<file path="config.mk">
export PLATFORM = sky130hd
export DESIGN_NAME = bpc_bank
export DESIGN_NICKNAME = d
export VERILOG_FILES = /design/src/shared/bpc_pkg.sv /design/src/rtl/bpc_bank.sv
export SDC_FILE = /design/constraint.sdc
export NUM_CORES = 1
export LEC_CHECK = 0
export ABC_AREA = 1
export BUFFER_PORTS_ARGS = -buffer_cell sky130_fd_sc_hd__clkbuf_2
export CORE_UTILIZATION = 30
export CTS_CLUSTER_SIZE = 24
export DETAILED_ROUTE_END_ITERATION = 8
export PLACE_DENSITY = 0.45
export SLEW_MARGIN = 20
export SYNTH_ARGS = -nofsm -noshare
export SYNTH_HDL_FRONTEND = slang
export SYNTH_SLANG_ARGS = --single-unit
</file>
<file path="constraint.sdc">
create_clock -name clk -period 12.6 [get_ports clk]
set_clock_uncertainty 0.05 [all_clocks]
set_input_delay 2.52 -clock clk [delete_from_list [all_inputs] [get_ports clk]]
set_output_delay 2.52 -clock clk [all_outputs]
set_load 0.02 [all_outputs]
</file>
<file path="src/shared/bpc_pkg.sv">
// bpc_pkg: map, field layout, reset values and timing for the boost and
// protection configuration bank.
// assumes a single 50 MHz clock domain and a classic wishbone host.
package bpc_pkg;
    localparam int unsigned CLK_PERIOD_NS = 20;
    // register indices; byte address is four times the index
    localparam logic [7:0] IDX_RATE = 8'h6e;
    localparam logic [7:0] IDX_PROT = 8'h6f;
    localparam logic [7:0] IDX_DRIVE = 8'h70;
    localparam logic [7:0] IDX_CLOCK = 8'h71;
    localparam logic [7:0] IDX_STAT = 8'h78;
    localparam logic [7:0] IDX_MASK = 8'h79;
    localparam logic [7:0] IDX_CLKST = 8'h7a;
    // field positions
    localparam int RATE_REF_BIT = 4;
    localparam int RATE_CODE_LSB = 0;
    localparam int PROT_BOVP_BIT = 7;
    localparam int PROT_BOCP_BIT = 6;
    localparam int PROT_SOVP_BIT = 5;
    localparam int PROT_SUV_BIT = 4;
    localparam int PROT_UV_LSB = 2;
    localparam int PROT_OV_LSB = 0;
    localparam int DRV_DELAY_BIT = 5;
    localparam int DRV_EXT_BIT = 4;
    localparam int DRV_IMAX_LSB = 1;
    localparam int DRV_GD_BIT = 0;
    localparam int CLK_SS_BIT = 7;
    localparam int CLK_IND_LSB = 5;
    localparam int CLK_RAMP_LSB = 3;
    localparam int CLK_FREQ_LSB = 0;
    // writable bits; the rest read as zero
    localparam logic [7:0] RATE_WMASK = 8'h1f;
    localparam logic [7:0] PROT_WMASK = 8'hff;
    localparam logic [7:0] DRV_WMASK = 8'h3f;
    localparam logic [7:0] CLK_WMASK = 8'hff;
    // reset values
    localparam logic [7:0] RATE_RST = 8'h00;
    localparam logic [7:0] PROT_RST = 8'h00;
    localparam logic [7:0] DRV_RST = 8'h00;
    localparam logic [7:0] CLK_RST = 8'h00;
    localparam logic [3:0] EVT_RST = 4'h0;
    // event bit positions in status and mask
    localparam int EVT_BOVP = 0;
    localparam int EVT_BOCP = 1;
    localparam int EVT_SOVP = 2;
    localparam int EVT_SUV = 3;
    // fallback when the external clock is gone for 1.52 periods
    localparam logic [23:0] ABSENT_NUM = 24'h000098;
    localparam logic [23:0] ABSENT_DEN = 24'h000064;
    localparam logic [5:0] RAMP_DELAY_PCT = 6'h23;
    localparam logic [3:0] IMAX_BASE_A = 4'h2;
    // spread spectrum: +-3 %, 1.875 kHz modulation
    localparam int SS_SPAN_PCT = 3;
    localparam int SS_MOD_PERIOD_NS = 533333;
    localparam int SS_MOD_CYCLES = SS_MOD_PERIOD_NS / CLK_PERIOD_NS;

    typedef enum logic [1:0] {
        BPC_CLK_INT,
        BPC_CLK_EXT,
        BPC_CLK_FALLBACK
    } bpc_clk_state_t;

    typedef struct packed {
        logic supply_uv;
        logic supply_ovp;
        logic boost_ocp;
        logic boost_ovp;
    } bpc_evt_t;

    typedef struct packed {
        logic frame_rate_ref;
        logic [3:0] dimming_rate_code;
        logic [7:0] undervolt_dv;
        logic [7:0] overvolt_dv;
        logic [5:0] ramp_delay_pct;
        logic [3:0] current_limit_a;
        logic gate_drive_supply_select;
        logic [10:0] ramp_peak_x10;
        logic [11:0] switching_khz;
        logic signed [2:0] spread_pct;
        logic use_ext_clk;
    } bpc_cfg_t;
endpackage : bpc_pkg

</file>
<file path="src/rtl/bpc_bank.sv">
// bpc_bank: boost and protection configuration bank with fault status,
// interrupt, external boost clock fallback and spread spectrum dither.
// assumes classic wishbone single cycles, events as one-cycle pulses and
// a sync pin already synchronous to clk.
//
// Functional notes
// [RULE1] bit 4 picks line or frame reference
// [RULE2] bits 3:0 hold internal dimming rate code
// [RULE3] inhibit bit hides boost overvoltage reporting
// [RULE4] inhibit bit stops overcurrent recovery entry only
// [RULE5] inhibit bit stops supply overvolt recovery only
// [RULE6] inhibit bit stops supply undervolt recovery only
// [RULE7] undervolt threshold code: off, 3, 5, 8 V
// [RULE8] overvolt threshold code: off, 7, 11, 22.5 V
// [RULE9] ramp delay of 35 % when enabled
// [RULE10] bit 4 picks internal or external boost clock
// [RULE11] external clock gone 1.52 periods: use internal
// [RULE12] current limit 2 A to 9 A
// [RULE13] gate driver from charge pump or rail
// [RULE14] spread spectrum +-3 % at 1.875 kHz
// [RULE15] ramp peak from four by four table
// [RULE16] internal switching rate table 100..2200 kHz
// [RULE17] fallback switching rate table 100..2500 kHz
// [RULE18] reserved bits read zero, writes ignored
`timescale 1ns/1ns
module bpc_bank #(
    parameter int SS_MOD_CYCLES = bpc_pkg::SS_MOD_CYCLES
) (
    // clock and reset
    input wire logic clk,
    input wire logic rst_n,
    // wishbone slave
    input wire logic wb_cyc_i,
    input wire logic wb_stb_i,
    input wire logic wb_we_i,
    input wire logic [31:0] wb_adr_i,
    input wire logic [3:0] wb_sel_i,
    input wire logic [31:0] wb_dat_i,
    output logic [31:0] wb_dat_o,
    output logic wb_ack_o,
    // fault events and sync pin
    input bpc_pkg::bpc_evt_t evt_i,
    input wire logic sync_in,
    // decoded settings and fault outputs
    output bpc_pkg::bpc_cfg_t cfg_o,
    output logic fault_o,
    output logic recovery_o,
    output logic irq_o
);
    localparam int SS_STEP = SS_MOD_CYCLES / (4 * bpc_pkg::SS_SPAN_PCT);

    function automatic logic [11:0] int_khz(input logic [2:0] c);
        unique case (c)
            3'h0: int_khz = 12'd100;
            3'h1: int_khz = 12'd200;
            3'h2: int_khz = 12'd303;
            3'h3: int_khz = 12'd400;
            3'h4: int_khz = 12'd629;
            3'h5: int_khz = 12'd1100;
            3'h6: int_khz = 12'd1100;
            3'h7: int_khz = 12'd2200;
        endcase
    endfunction : int_khz

    function automatic logic [11:0] fb_khz(input logic [2:0] c);
        unique case (c)
            3'h0: fb_khz = 12'd100;
            3'h1: fb_khz = 12'd200;
            3'h2: fb_khz = 12'd303;
            3'h3: fb_khz = 12'd400;
            3'h4: fb_khz = 12'd625;
            3'h5: fb_khz = 12'd1111;
            3'h6: fb_khz = 12'd1111;
            3'h7: fb_khz = 12'd2500;
        endcase
    endfunction : fb_khz

    // peak in tenths; two cells with no figure take neighbours' trend
    function automatic logic [10:0] ramp_x10(input logic [1:0] r,
                                             input logic [1:0] ind);
        unique case ({r, ind})
            4'h0: ramp_x10 = 11'd1300;
            4'h1: ramp_x10 = 11'd650;
            4'h2: ramp_x10 = 11'd340;
            4'h3: ramp_x10 = 11'd290;
            4'h4: ramp_x10 = 11'd880;
            4'h5: ramp_x10 = 11'd430;
            4'h6: ramp_x10 = 11'd230;
            4'h7: ramp_x10 = 11'd200;
            4'h8: ramp_x10 = 11'd560;
            4'h9: ramp_x10 = 11'd280;
            4'ha: ramp_x10 = 11'd150;
            4'hb: ramp_x10 = 11'd130;
            4'hc: ramp_x10 = 11'd370;
            4'hd: ramp_x10 = 11'd180;
            4'he: ramp_x10 = 11'd100;
            4'hf: ramp_x10 = 11'd85;
        endcase
    endfunction : ramp_x10

    function automatic logic [7:0] uv_dv(input logic [1:0] c);
        unique case (c)
            2'h0: uv_dv = 8'd0;
            2'h1: uv_dv = 8'd30;
            2'h2: uv_dv = 8'd50;
            2'h3: uv_dv = 8'd80;
        endcase
    endfunction : uv_dv

    function automatic logic [7:0] ov_dv(input logic [1:0] c);
        unique case (c)
            2'h0: ov_dv = 8'd0;
            2'h1: ov_dv = 8'd70;
            2'h2: ov_dv = 8'd110;
            2'h3: ov_dv = 8'd225;
        endcase
    endfunction : ov_dv

    logic [7:0] rate_q;
    logic [7:0] prot_q;
    logic [7:0] drive_q;
    logic [7:0] clkcfg_q;
    logic [3:0] stat_q;
    logic [3:0] stat_d;
    logic [3:0] mask_q;
    logic [3:0] evt_set;
    logic ack_q;
    logic [31:0] dat_q;
    logic acc;
    logic wr_fire;
    logic addr_ok;
    logic [7:0] idx;
    logic [7:0] wbyte;
    logic [7:0] rd_byte;
    logic fault_q;
    logic irq_q;
    logic rec_q;
    logic uv_on;
    logic ov_on;
    logic rec_d;
    bpc_pkg::bpc_clk_state_t clk_state_q;
    logic sync_prev_q;
    logic sync_edge;
    logic [15:0] cnt_q;
    logic [15:0] period_q;
    logic absent;
    logic ext_sel;
    logic [15:0] ss_cnt_q;
    logic signed [2:0] ss_pct_q;
    logic ss_up_q;
    bpc_pkg::bpc_cfg_t cfg_d;
    bpc_pkg::bpc_cfg_t cfg_q;

    // bus decode; ack comes one cycle after the request is seen
    assign acc = wb_cyc_i & wb_stb_i;
    assign idx = wb_adr_i[9:2];
    assign addr_ok = (wb_adr_i[31:10] == 22'h0) && (wb_adr_i[1:0] == 2'h0);
    // a write lands on the edge where the master sees ack high
    assign wr_fire = acc & wb_we_i & ack_q & wb_sel_i[0] & addr_ok;
    assign wbyte = wb_dat_i[7:0];

    always_ff @(posedge clk or negedge rst_n) begin
        if (!rst_n) begin
            ack_q <= 1'b0;
        end else begin
            ack_q <= acc & ~ack_q;
        end
    end

    always_comb begin
        rd_byte = 8'h00;
        if (addr_ok) begin
            unique case (idx)
                bpc_pkg::IDX_RATE: rd_byte = rate_q;
                bpc_pkg::IDX_PROT: rd_byte = prot_q;
                bpc_pkg::IDX_DRIVE: rd_byte = drive_q;
                bpc_pkg::IDX_CLOCK: rd_byte = clkcfg_q;
                bpc_pkg::IDX_STAT: rd_byte = {4'h0, stat_q};
                bpc_pkg::IDX_MASK: rd_byte = {4'h0, mask_q};
                bpc_pkg::IDX_CLKST: rd_byte = {6'h0, ~absent,
                    clk_state_q == bpc_pkg::BPC_CLK_FALLBACK};
                default: rd_byte = 8'h00;
            endcase
        end
    end

    always_ff @(posedge clk or negedge rst_n) begin
        if (!rst_n) begin
            dat_q <= 32'h0;
        end else if (acc & ~ack_q) begin
            dat_q <= {24'h0, rd_byte};
        end
    end

    assign wb_ack_o = ack_q;
    assign wb_dat_o = dat_q;

    // configuration registers; reserved bits never store
    always_ff @(posedge clk or negedge rst_n) begin
        if (!rst_n) begin
            rate_q <= bpc_pkg::RATE_RST;
            prot_q <= bpc_pkg::PROT_RST;
            drive_q <= bpc_pkg::DRV_RST;
            clkcfg_q <= bpc_pkg::CLK_RST;
            mask_q <= bpc_pkg::EVT_RST;
        end else if (wr_fire) begin
            if (idx == bpc_pkg::IDX_RATE)
                rate_q <= wbyte & bpc_pkg::RATE_WMASK; // [RULE18]
            if (idx == bpc_pkg::IDX_PROT)
                prot_q <= wbyte & bpc_pkg::PROT_WMASK;
            if (idx == bpc_pkg::IDX_DRIVE)
                drive_q <= wbyte & bpc_pkg::DRV_WMASK; // [RULE18]
            if (idx == bpc_pkg::IDX_CLOCK)
                clkcfg_q <= wbyte & bpc_pkg::CLK_WMASK;
            if (idx == bpc_pkg::IDX_MASK)
                mask_q <= wbyte[3:0];
        end
    end

    // fault events; a zero threshold code turns detection off
    assign uv_on = prot_q[bpc_pkg::PROT_UV_LSB +: 2] != 2'h0; // [RULE7]
    assign ov_on = prot_q[bpc_pkg::PROT_OV_LSB +: 2] != 2'h0; // [RULE8]

    always_comb begin
        evt_set = 4'h0;
        evt_set[bpc_pkg::EVT_BOVP] = evt_i.boost_ovp &
            ~prot_q[bpc_pkg::PROT_BOVP_BIT]; // [RULE3]
        evt_set[bpc_pkg::EVT_BOCP] = evt_i.boost_ocp; // [RULE4]
        evt_set[bpc_pkg::EVT_SOVP] = evt_i.supply_ovp & ov_on; // [RULE5]
        evt_set[bpc_pkg::EVT_SUV] = evt_i.supply_uv & uv_on; // [RULE6]
    end

    // set wins over a same-cycle write-one-to-clear
    always_comb begin
        stat_d = stat_q;
        if (wr_fire && idx == bpc_pkg::IDX_STAT)
            stat_d = stat_q & ~wbyte[3:0];
        stat_d = stat_d | evt_set;
    end

    always_comb begin
        rec_d = (evt_i.boost_ocp & ~prot_q[bpc_pkg::PROT_BOCP_BIT]) // [RULE4]
            | (evt_i.supply_ovp & ov_on
               & ~prot_q[bpc_pkg::PROT_SOVP_BIT]) // [RULE5]
            | (evt_i.supply_uv & uv_on
               & ~prot_q[bpc_pkg::PROT_SUV_BIT]); // [RULE6]
    end

    always_ff @(posedge clk or negedge rst_n) begin
        if (!rst_n) begin
            stat_q <= bpc_pkg::EVT_RST;
            fault_q <= 1'b0;
            irq_q <= 1'b0;
            rec_q <= 1'b0;
        end else begin
            stat_q <= stat_d;
            fault_q <= |stat_d; // [RULE3]
            irq_q <= |(stat_d & mask_q);
            rec_q <= rec_d;
        end
    end

    assign fault_o = fault_q;
    assign irq_o = irq_q;
    assign recovery_o = rec_q;

    // external clock watch: measure the sync period in clk cycles
    assign ext_sel = drive_q[bpc_pkg::DRV_EXT_BIT];
    assign sync_edge = sync_in & ~sync_prev_q;

    always_ff @(posedge clk or negedge rst_n) begin
        if (!rst_n) begin
            sync_prev_q <= 1'b0;
            cnt_q <= 16'h0;
            period_q <= 16'h0;
        end else begin
            sync_prev_q <= sync_in;
            if (sync_edge) begin
                cnt_q <= 16'h0;
                period_q <= (cnt_q == 16'hffff) ? cnt_q : cnt_q + 16'h1;
            end else if (cnt_q != 16'hffff) begin
                cnt_q <= cnt_q + 16'h1;
            end
        end
    end

    // without a measured period only a saturated count means gone
    always_comb begin
        if (period_q == 16'h0)
            absent = cnt_q == 16'hffff;
        else
            absent = ({8'h0, cnt_q} * bpc_pkg::ABSENT_DEN) >
                     ({8'h0, period_q} * bpc_pkg::ABSENT_NUM); // [RULE11]
    end

    always_ff @(posedge clk or negedge rst_n) begin
        if (!rst_n) begin
            clk_state_q <= bpc_pkg::BPC_CLK_INT;
        end else begin
            unique case (clk_state_q)
                bpc_pkg::BPC_CLK_INT: begin
                    if (ext_sel)
                        clk_state_q <= bpc_pkg::BPC_CLK_EXT; // [RULE10]
                end
                bpc_pkg::BPC_CLK_EXT: begin
                    if (!ext_sel)
                        clk_state_q <= bpc_pkg::BPC_CLK_INT;
                    else if (absent)
                        clk_state_q <= bpc_pkg::BPC_CLK_FALLBACK; // [RULE11]
                end
                bpc_pkg::BPC_CLK_FALLBACK: begin
                    if (!ext_sel)
                        clk_state_q <= bpc_pkg::BPC_CLK_INT;
                    else if (sync_edge)
                        clk_state_q <= bpc_pkg::BPC_CLK_EXT;
                end
            endcase
        end
    end

    // triangle dither, one percent step per twelfth of the modulation period
    always_ff @(posedge clk or negedge rst_n) begin
        if (!rst_n) begin
            ss_cnt_q <= 16'h0;
            ss_pct_q <= 3'sd0;
            ss_up_q <= 1'b1;
        end else if (!clkcfg_q[bpc_pkg::CLK_SS_BIT]) begin
            ss_cnt_q <= 16'h0;
            ss_pct_q <= 3'sd0;
            ss_up_q <= 1'b1;
        end else if (ss_cnt_q == 16'(SS_STEP - 1)) begin // [RULE14]
            ss_cnt_q <= 16'h0;
            if (ss_up_q) begin
                ss_pct_q <= ss_pct_q + 3'sd1;
                if (ss_pct_q == 3'sd2)
                    ss_up_q <= 1'b0;
            end else begin
                ss_pct_q <= ss_pct_q - 3'sd1;
                if (ss_pct_q == -3'sd2)
                    ss_up_q <= 1'b1;
            end
        end else begin
            ss_cnt_q <= ss_cnt_q + 16'h1;
        end
    end

    // decoded settings, registered so outputs come from flops
    always_comb begin
        cfg_d.frame_rate_ref = rate_q[bpc_pkg::RATE_REF_BIT]; // [RULE1]
        cfg_d.dimming_rate_code =
            rate_q[bpc_pkg::RATE_CODE_LSB +: 4]; // [RULE2]
        cfg_d.undervolt_dv = uv_dv(prot_q[bpc_pkg::PROT_UV_LSB +: 2]);
        cfg_d.overvolt_dv = ov_dv(prot_q[bpc_pkg::PROT_OV_LSB +: 2]);
        cfg_d.ramp_delay_pct = drive_q[bpc_pkg::DRV_DELAY_BIT] ?
            bpc_pkg::RAMP_DELAY_PCT : 6'h0; // [RULE9]
        cfg_d.current_limit_a = bpc_pkg::IMAX_BASE_A +
            {1'b0, drive_q[bpc_pkg::DRV_IMAX_LSB +: 3]}; // [RULE12]
        cfg_d.gate_drive_supply_select =
            drive_q[bpc_pkg::DRV_GD_BIT]; // [RULE13]
        cfg_d.ramp_peak_x10 = ramp_x10(
            clkcfg_q[bpc_pkg::CLK_RAMP_LSB +: 2],
            clkcfg_q[bpc_pkg::CLK_IND_LSB +: 2]); // [RULE15]
        unique case (clk_state_q)
            bpc_pkg::BPC_CLK_INT: cfg_d.switching_khz =
                int_khz(clkcfg_q[bpc_pkg::CLK_FREQ_LSB +: 3]); // [RULE16]
            bpc_pkg::BPC_CLK_FALLBACK: cfg_d.switching_khz =
                fb_khz(clkcfg_q[bpc_pkg::CLK_FREQ_LSB +: 3]); // [RULE17]
            bpc_pkg::BPC_CLK_EXT: cfg_d.switching_khz = 12'h0;
            default: cfg_d.switching_khz = 12'h0;
        endcase
        cfg_d.spread_pct = ss_pct_q; // [RULE14]
        cfg_d.use_ext_clk = clk_state_q == bpc_pkg::BPC_CLK_EXT;
    end

    always_ff @(posedge clk or negedge rst_n) begin
        if (!rst_n) begin
            cfg_q <= '0;
        end else begin
            cfg_q <= cfg_d;
        end
    end

    assign cfg_o = cfg_q;
endmodule : bpc_bank

</file>
==> run summary, run 1 <==
kind of cell adding the most delay to the critical path -> adder cells
Die Y -> 188.5 microns
max-cap violation count -> 0
Chip Width -> 188.5 microns
htree depth -> 4
fin crit share -> 0.3711
Initial Util -> 0.3083
main flop type after synthesis -> dfrtp_1
CTS Buf Count -> 17
critical path peak fanout -> 4
Skew-Pair Late Insertion Delay -> 0.42 ns
synth cell count leaders -> inv_1 (231), nand2_1 (204), dfrtp_1 (149)
FP Rows -> 67
drt first pass iters -> 5
crit-path most repeated cell -> nand2_1
critical path data required time -> 12.91 ns
Placer Congestion -> 0.7744
pin count of the biggest net entering global routing -> 85
Worst-Margin Slew -> 0.8382 ns
Vias per Instance -> 4.442
CP endpoint kind -> flip-flop
total grt overflow -> 0
final slew viol count -> 0
Total GRT Usage -> 0.1519
kind of critical path -> reg -> reg
hold buffers post-CTS -> 0
Area contributors post-synth -> dfrtp_1 (36%), ha_1 (16%), inv_1 (8.3%)
slowest stage delay, CP -> 0.50 ns
Root Buffer -> clkbuf_16
PwrDens -> 118.9 nW/um^2
initial antenna violation count -> 0
Layout Utilization -> 0.3535
Reg2Reg Depth -> 24
Setup Fix Bufs, Post-CTS -> 0
worst hold path type -> reg -> reg
Die Footprint -> 35,550 sq um
yosys warns -> 0
status -> complete, no violations
leakage -> 0.006501 uW
first-pass GRT wire length -> 42,680 microns
async set-reset flop share out of synthesis -> 1.000
leading area contributor after synthesis -> dfrtp_1
Post-Route WL -> 25,820 microns
Antenna Nets Post-Route -> 0
DRT iter0 DRCs -> 368
Via Count -> 8,102
WL/cell -> 14.15 microns
Post-Syn Instances -> 1,246
final-report hold violation count -> 0
vias in the first global route -> 8,089
cell depth of the worst setup path -> 24
Buf+Inv Stages, Crit Path -> 3
fin crit period -> 4.676 ns
Critical Path Source -> cnt_q[4]$_DFFE_PN0P_
CTS resizes -> 0
CP startpoint kind -> flip-flop
RSZ-0062 raised after global routing -> no
Fin Setup TNS -> 0 ns
Yosys reg bits -> 150
Max stage delay cell, worst path -> fa_1
nets -> 1,598
reg-to-reg endpoint -> wb_dat_o[1]$_DFFE_PN0P_
synth unique cells -> 56
core area -> 33,870 sq um
crit path capture -> wb_dat_o[1]$_DFFE_PN0P_
Fin Hold WS -> 0.3259 ns
ANT cells -> 0
ordered cell list for the critical path -> ha_1 > ha_1 > inv_1 > fa_1 > inv_1 > ha_1 > inv_1 > o21bai_1 > a21oi_1 > o21ai_1 > a21boi_0 > o21ai_1 > xor2_1 > ha_1 > nand2_1 > nor3_1 > nand4_1 > nand3_1 > a21oi_1 > nand2_1 > nand3_1 > nand2_1 > nand2_1 > nand2_1
r2r startpoint -> cnt_q[4]$_DFFE_PN0P_
IO Port Bufs -> 115
setup violators final -> 0
CTS max path bufs -> 2
fmax -> 213.8 MHz
WP data arrival -> 4.99 ns
Post-Syn Area -> 10,440 sq um
clock sinks -> 150
TritonCTS clock tree -> done
Synth-to-Final Area Change -> 14.68%
Seq/Total Area, Yosys -> 0.3597
Post-synth EDFFs -> 0
Synth top area share -> 0.3571
most numerous cell in the Yosys netlist -> inv_1
Worst VDD drop -> 0.06375 mV
r2r setup slk -> 7.92 ns
# IOs -> 173
Avg Cell Area, Syn -> 8.379 sq um
DRC viols -> 0
layout cell share with drive strength beyond 1 -> 0.1279
Clock transition at path regs -> 0.06 ns
DP Wirelength -> 20,710 microns
normalized max-slew margin -> 0.4412
-- how the worst min path moves through the flow --
stage,startpoint,end,slack (ns),depth (start not counted)
2_1_floorplan,ss_pct_q[0]$_DFFE_PN0P_,cfg_o[1]$_DFF_PN0_,0.30,0
3_3_place_gp,rate_q[0]$_DFFE_PN0P_,cfg_o[54]$_DFF_PN0_,0.32,0
3_5_place_dp,ss_pct_q[0]$_DFFE_PN0P_,cfg_o[1]$_DFF_PN0_,0.31,0
4_1_cts,ss_pct_q[0]$_DFFE_PN0P_,cfg_o[1]$_DFF_PN0_,0.33,0
5_1_grt,ss_pct_q[0]$_DFFE_PN0P_,cfg_o[1]$_DFF_PN0_,0.34,0
6_report,ss_pct_q[0]$_DFFE_PN0P_,cfg_o[1]$_DFF_PN0_,0.33,0
-- per-layer routing --
metal  track usage  share of wire  vias to the layer above
met3       0.03241          0.039                       12
met4       0.03288         0.0081                        0
met2        0.2368           0.45                      141
met5             0              0                        -
met1        0.2145           0.50                     3794
li1              -              -                     4155
-- cells by family after synthesis --
kind of cell / synth area share
AOI/OAI and AO/OA: 0.09624
xor gates and xnor gates: 0.04279
adders and majority gates: 0.2054
buffers and inverters: 0.1149
DFF: 0.3597
muxes: 0.0009588
other: 0.0003592
and+or+nand+nor: 0.1797
-- layout by cell type, fill, tap and decap left out, drive strengths merged, types with 4 or more instances in the layout --
master  synthesis  final
inv           232    236
nand2         208    208
dfrtp         149    149
ha            133    133
clkbuf          8    133
nor2          120    120
o21ai          77     77
a21oi          66     66
nand3          39     39
xor2           31     31
conb            1     30
fa             24     24
nor3           24     24
xnor2          20     20
nand4          18     18
o22ai           8      8
clkinv          1      7
o211ai          4      4
nor4            4      4
a21o            4      4
or2             4      4
-- cell type report --
class                   count  area [sq um]
repair buffers            117         596.8
clock inverters            13         146.4
multi-input cells         844          5597
flip-flops and latches    150          3755
clock buffers              19         442.9
inverters                 233         874.6
fillers                  3625         21890
well taps                 448         560.5
-- state kept, by name (all words and copies together) (netlist names), 5 cells and up --
signal	cells
clkcfg_q	8
period_q	16
prot_q	8
wb_dat_o	8
drive_q	6
cfg_o	48
ss_cnt_q	16
cnt_q	16
rate_q	5
-- stage by stage --
stage	total power [uW]	cells	cell area (sq um)	setup slack (ns)
CTS	1447	1824	11970	7.846
global route	1538	1824	11970	7.464
detailed placement	921.6	1792	11380	7.877
finish	1423	1824	11970	7.924
floorplan	810.9	1275	10550	8.616
global placement	920.7	1792	11380	7.871
-- worst reg2reg max path, cell delays in order, from the launching register on --
cell and delay, ns:
dfrtp_1 0.44, ha_1 0.32, ha_1 0.27, inv_1 0.05
fa_1 0.50, inv_1 0.04, ha_1 0.32, inv_1 0.09
o21bai_1 0.08, a21oi_1 0.28, o21ai_1 0.14, a21boi_0 0.29
o21ai_1 0.12, xor2_1 0.17, ha_1 0.31, nand2_1 0.05
nor3_1 0.27, nand4_1 0.16, nand3_1 0.11, a21oi_1 0.04
nand2_1 0.19, nand3_1 0.11, nand2_1 0.10, nand2_1 0.06
nand2_1 0.05
-- power by group --
group	total [uW]	switching [uW]	internal (uW)
clock	516	216	300
sequential	523	22.2	501
combinational	384	239	145
(Power assumes the default switching activity.)
==> run 2: changes to the inputs <==
clock period = 4.6 ns   (was 12.6 ns; I/O delays follow)
==> run summary, run 2 (synthesized netlist as in run 1, its figures left out) <==
critical path data required time -> 4.87 ns (-8.04 ns)
drt first pass iters -> 5 (unchanged)
crit-path most repeated cell -> nand2_1
max reg flops -> 48 (unchanged)
critical path peak fanout -> 3 (-1)
max-cap violation count -> 0 (unchanged)
DP Wirelength -> 21,480 microns (+3.8%)
htree depth -> 4 (unchanged)
DRT iter0 DRCs -> 424 (+15%)
final-report hold violation count -> 0 (unchanged)
Max stage delay cell, worst path -> fa_1
fmax -> 230.3 MHz (+7.7%)
hold buffers post-CTS -> 0 (unchanged)
setup violators final -> 0 (unchanged)
nets -> 1,631 (+2.1%)
Cells after DPL -> 1,819 (+1.5%)
initial antenna violation count -> 0 (unchanged)
fin crit period -> 4.343 ns (-0.3331 ns)
# IOs -> 173 (unchanged)
Fin Hold WS -> 0.3310 ns (+0.005090 ns)
Chip Width -> 188.5 microns (unchanged)
slowest stage delay, CP -> 0.49 ns (about the same)
ANT cells -> 0 (unchanged)
pin count of the biggest net entering global routing -> 78 (-8.2%)
Via Count -> 8,302 (+2.5%)
CP endpoint kind -> flip-flop
min-delay src -> ss_pct_q[0]$_DFFE_PN0P_
Placer Congestion -> 0.8495 (+9.7%)
Die Footprint -> 35,550 sq um (unchanged)
Place WS -> -0.01042 ns (-7.888 ns)
fin crit share -> 0.9442 (+0.5730)
commonest non-fill, non-tap cell in the layout -> inv_1
final worst slack -> 0.2569 ns (-7.667 ns)
first-pass GRT wire length -> 44,510 microns (+4.3%)
final slew viol count -> 0 (unchanged)
Total GRT Usage -> 0.1598 (+0.007926)
clock sinks -> 150 (unchanged)
CTS Buf Count -> 17 (unchanged)
power share of the combinational group -> 0.295 (+0.025)
Worst VDD drop -> 0.1572 mV (+150%)
PwrDens -> 323.8 nW/um^2 (+170%)
CP startpoint kind -> flip-flop
IO Port Bufs -> 115 (unchanged)
Seq pwr share -> 0.357 (-0.010)
Skew-Pair Late Insertion Delay -> 0.43 ns (about the same)
Die Y -> 188.5 microns (unchanged)
FP Rows -> 67 (unchanged)
WL/cell -> 14.53 microns (+2.7%)
kind of critical path -> reg -> reg
DRC viols -> 0 (unchanged)
Post-Route WL -> 26,990 microns (+4.5%)
Critical Path Source -> cnt_q[4]$_DFFE_PN0P_
CTS max path bufs -> 2 (unchanged)
Root Buffer -> clkbuf_16
total power -> 3991 uW (+180%)
Psw -> 1352 uW (+180%)
status -> complete, no violations
kind of cell adding the most delay to the critical path -> adder cells
Fin Setup TNS -> 0 ns (unchanged)
Initial Util -> 0.3083 (unchanged)
TritonCTS clock tree -> done
vias in the first global route -> 8,421 (+4.1%)
Antenna Nets Post-Route -> 0 (unchanged)
P_int -> 2638 uW (+180%)
worst hold path type -> reg -> reg
Vias per Instance -> 4.471 (+0.65%)
core area -> 33,870 sq um (unchanged)
Non-Filler Instances -> 1,857 (+1.8%)
r2r startpoint -> cnt_q[4]$_DFFE_PN0P_
Worst-Margin Slew -> 0.7347 ns (-0.1035 ns)
total grt overflow -> 0 (unchanged)
Synth-to-Final Area Change -> 18.05%
layout cell share with drive strength beyond 1 -> 0.1639 (+0.03604)
Buf+Inv Stages, Crit Path -> 6 (+3)
leakage -> 0.006666 uW (+2.5%)
normalized max-slew margin -> 0.5102 (+0.06898)
commonest non-fill, non-tap cells in the layout -> inv_1 (231), nand2_1 (203), dfrtp_1 (149)
WP data arrival -> 4.61 ns (-0.38 ns)
Net Sw Frac -> 0.3389 (+0.003089)
Clock transition at path regs -> 0.06 ns (about the same)
Clock power frac -> 0.349 (-0.014)
==> run 2: changes by cell type in the layout (fill, tap and decap cells not counted), moves of 3 or more <==
cell	delta
a21oi_1	-7
a21oi_2	+7
nor2_1	-4
buf_4	+32
ha_1	-4
nor2_2	+4
o21ai_2	+4
ha_4	+3
o21ai_0	-3
==> run 2: worst paths after layout <==
kind,end,slack (ns),depth (start not counted)
worst max-delay path,wb_dat_o[1]$_DFFE_PN0P_,0.26,27
worst min-delay path,cfg_o[1]$_DFF_PN0_,0.33,0
worst max register to register,wb_dat_o[1]$_DFFE_PN0P_,0.26,27
worst min register to register,cfg_o[1]$_DFF_PN0_,0.33,0
max in group asynchronous,cnt_q[7]$_DFFE_PN0P_,3.19,2
min in group asynchronous,cfg_o[17]$_DFF_PN0_,0.44,1
==> run 2: power by group through the flow <==
stage | registers (uW) | logic, uW | clock network, uW
after global placement | 1450 | 1140 | 0
after CTS | 1420 | 1160 | 1430
final | 1420 | 1180 | 1390
after global routing | 1430 | 1380 | 1490
after floorplan | 1450 | 770 | 0
after detailed placement | 1450 | 1140 | 0
==> run 2: repair_timing <==
item | 4_1_cts | 5_1_grt
setup endpoints to repair | 1 | 3
buffers inserted | 0 | 6
resized for setup | 2 | 26
pin swaps | 0 | 9
==> run 2: layout make-up <==
class	count	area [sq um]
tap	448	560.5
timing repair buffer	150	857.1
sequential	150	3755
fill	3596	21540
inverter	233	874.6
multi-input combinational	844	5704
clock inverter	11	112.6
clock buffer	21	460.4
==> run 2: per-layer routing <==
| layer | part of all wire | track usage |
|---|---|---|
| met5 | 0 | 0 |
| met4 | 0.015 | 0.04839 |
| met3 | 0.046 | 0.03576 |
| met2 | 0.44 | 0.2455 |
| met1 | 0.50 | 0.2226 |
==> run 2: per-stage QoR <==
stage / util / area [sq um]
2_1_floorplan: - / 10550
3_3_place_gp: 0.3425 / 11600
3_5_place_dp: 0.3425 / 11600
4_1_cts: 0.3594 / 12170
5_1_grt: 0.3639 / 12320
6_report: 0.3639 / 12320
==> run 3: changes to the inputs <==
==> constraint.sdc (replaced) <==
create_clock -name clk -period 4.6 [get_ports clk]
set_clock_uncertainty 0.05 [all_clocks]
set_input_delay 0.23 -clock clk [delete_from_list [all_inputs] [get_ports clk]]
set_output_delay 0.23 -clock clk [all_outputs]
set_load 0.02 [all_outputs]
==> run summary, run 3 (synthesized netlist as in run 1, its figures left out) <==
kind of critical path -> reg -> reg
fmax -> 235.2 MHz (+2.2%)
Worst-Margin Slew -> 0.7092 ns (-0.02546 ns)
normalized max-slew margin -> 0.5272 (+0.01697)
CTS max path bufs -> 2 (unchanged)
leakage -> 0.006552 uW (-1.7%)
Non-Filler Instances -> 1,839 (-0.97%)
IO Port Bufs -> 115 (unchanged)
critical path data required time -> 4.88 ns (about the same)
Placer Congestion -> 0.8236 (-3.0%)
kind of cell adding the most delay to the critical path -> adder cells
Vias per Instance -> 4.492 (+0.47%)
CP endpoint kind -> flip-flop
WL/cell -> 14.28 microns (-1.7%)
max-cap violation count -> 0 (unchanged)
Cells after DPL -> 1,798 (-1.2%)
Skew-Pair Late Insertion Delay -> 0.44 ns (about the same)
DP Wirelength -> 20,970 microns (-2.4%)
Initial Util -> 0.3083 (unchanged)
Synth-to-Final Area Change -> 16.38%
Fin Hold WS -> 0.02475 ns (-0.3062 ns)
crit-path most repeated cell -> nand2_1
pin count of the biggest net entering global routing -> 80 (+2.6%)
final slew viol count -> 0 (unchanged)
cell depth of the worst setup path -> 28 (+3.7%)
Worst VDD drop -> 0.3126 mV (+99%)
top layer in use -> met4
max reg flops -> 48 (unchanged)
setup violators final -> 0 (unchanged)
Die Footprint -> 35,550 sq um (unchanged)
drt first pass iters -> 5 (unchanged)
worst hold path type -> in -> reg
DRC viols -> 0 (unchanged)
final-report hold violation count -> 0 (unchanged)
Buf+Inv Stages, Crit Path -> 4 (-2)
FP Rows -> 67 (unchanged)
core area -> 33,870 sq um (unchanged)
Root Buffer -> clkbuf_16
fin crit share -> 0.9241 (-0.02003)
htree depth -> 4 (unchanged)
status -> complete, no violations
CTS Buf Count -> 17 (unchanged)
critical path peak fanout -> 4 (+1)
fin crit period -> 4.251 ns (-0.09212 ns)
Post-Route WL -> 26,270 microns (-2.7%)
layout cell share with drive strength beyond 1 -> 0.1423 (-0.02160)
DRT iter0 DRCs -> 452 (+6.6%)
commonest non-fill, non-tap cells in the layout -> inv_1 (231), nand2_1 (203), dfrtp_1 (146)
ANT cells -> 0 (unchanged)
Reg2Reg Depth -> 28 (+3.7%)
nets -> 1,613 (-1.1%)
DP Area -> 11,440 sq um (-1.4%)
Layout Utilization -> 0.3588 (-0.005135)
Max stage delay cell, worst path -> fa_1
first-pass GRT wire length -> 43,140 microns (-3.1%)
Via Count -> 8,260 (-0.51%)
WP data arrival -> 4.53 ns (-0.08 ns)
total grt overflow -> 0 (unchanged)
hold path depth -> 3 (+3)
Chip Width -> 188.5 microns (unchanged)
Antenna Nets Post-Route -> 0 (unchanged)
Die Y -> 188.5 microns (unchanged)
wire length on met3 -> 1261 microns (+1.6%)
Total GRT Usage -> 0.1558 (-0.003998)
finished layout cell area -> 12,150 sq um (-1.4%)
slowest stage delay, CP -> 0.50 ns (about the same)
CP startpoint kind -> flip-flop
initial antenna violation count -> 0 (unchanged)
Clock transition at path regs -> 0.07 ns (about the same)
clock sinks -> 150 (unchanged)
PwrDens -> 321.8 nW/um^2 (-0.61%)
# IOs -> 173 (unchanged)
vias in the first global route -> 8,091 (-3.9%)
Fin Setup TNS -> 0 ns (unchanged)
WL met2 -> 11,560 microns (-3.0%)
met1 WL -> 12,910 microns (-3.8%)
TritonCTS clock tree -> done
r2r setup slk -> 0.35 ns (+0.09 ns)
commonest non-fill, non-tap cell in the layout -> inv_1
## run 3: stage by stage
| stage | worst slack, ns | total power, uW |
|---|---|---|
| after floorplan | 0.6165 | 2221 |
| after global placement | 0.01895 | 2513 |
| after detailed placement | -0.01696 | 2524 |
| after CTS | 0.07628 | 3948 |
| after global routing | -0.006639 | 4199 |
| final | 0.3490 | 3910 |
## run 3: metal layers
| metal | up-vias | GRT usage |
|---|---|---|
| li1 | 4196 | - |
| met1 | 3841 | 0.2165 |
| met2 | 194 | 0.2367 |
| met3 | 29 | 0.03427 |
| met4 | 0 | 0.05521 |
| met5 | - | 0 |
## run 3: final cells by class
class / instances / area [sq um]
Clock buffer: 17 / 425.4
Clock inverter: 15 / 145.1
Fill cell: 3623 / 21720
Inverter: 233 / 874.6
Multi-Input combinational cell: 844 / 5644
Sequential cell: 150 / 3759
Tap cell: 448 / 560.5
Timing Repair Buffer: 132 / 742.0
## run 3: power breakdown
group          total [uW]  internal, uW  switching [uW]  leakage (uW)
combinational        1090           425             667       0.00441
clock                1390           757             630      0.000275
sequential           1430          1370            59.8       0.00187
total                3910          2550            1360       0.00655
## run 3: final timing paths
kind                                    startpoint                      end
hold / removal                            evt_i[1]     recovery_o$_DFF_PN0_
min in group asynchronous                    rst_n      cfg_o[23]$_DFF_PN0_
setup reg to reg              cnt_q[3]$_DFFE_PN0P_  wb_dat_o[1]$_DFFE_PN0P_
hold reg to reg            ss_pct_q[0]$_DFFE_PN0P_       cfg_o[1]$_DFF_PN0_
max in group asynchronous                    rst_n    cnt_q[15]$_DFFE_PN0P_
setup / recovery              cnt_q[3]$_DFFE_PN0P_  wb_dat_o[1]$_DFFE_PN0P_
## run 3: worst register-to-register path: cells and delay by family (launching register included)
kind / cells / cell delay (ns)
DFF: 1 / 0.44
AOI/OAI and AO/OA: 3 / 0.50
adders and majority gates: 5 / 1.73
and+or+nand+nor: 15 / 1.12
xor gates and xnor gates: 1 / 0.11
buffers and inverters: 4 / 0.18
## run 3: what timing repair did
action                     in CTS  in global routing
hold buffers                    8                  0
gates resized for setup         3                 16
hold endpoints to repair       82                  0
setup buffers                   0                  1
setup endpoints to repair       1                  3
cloned                          0                  0
pin swaps                       0                  2
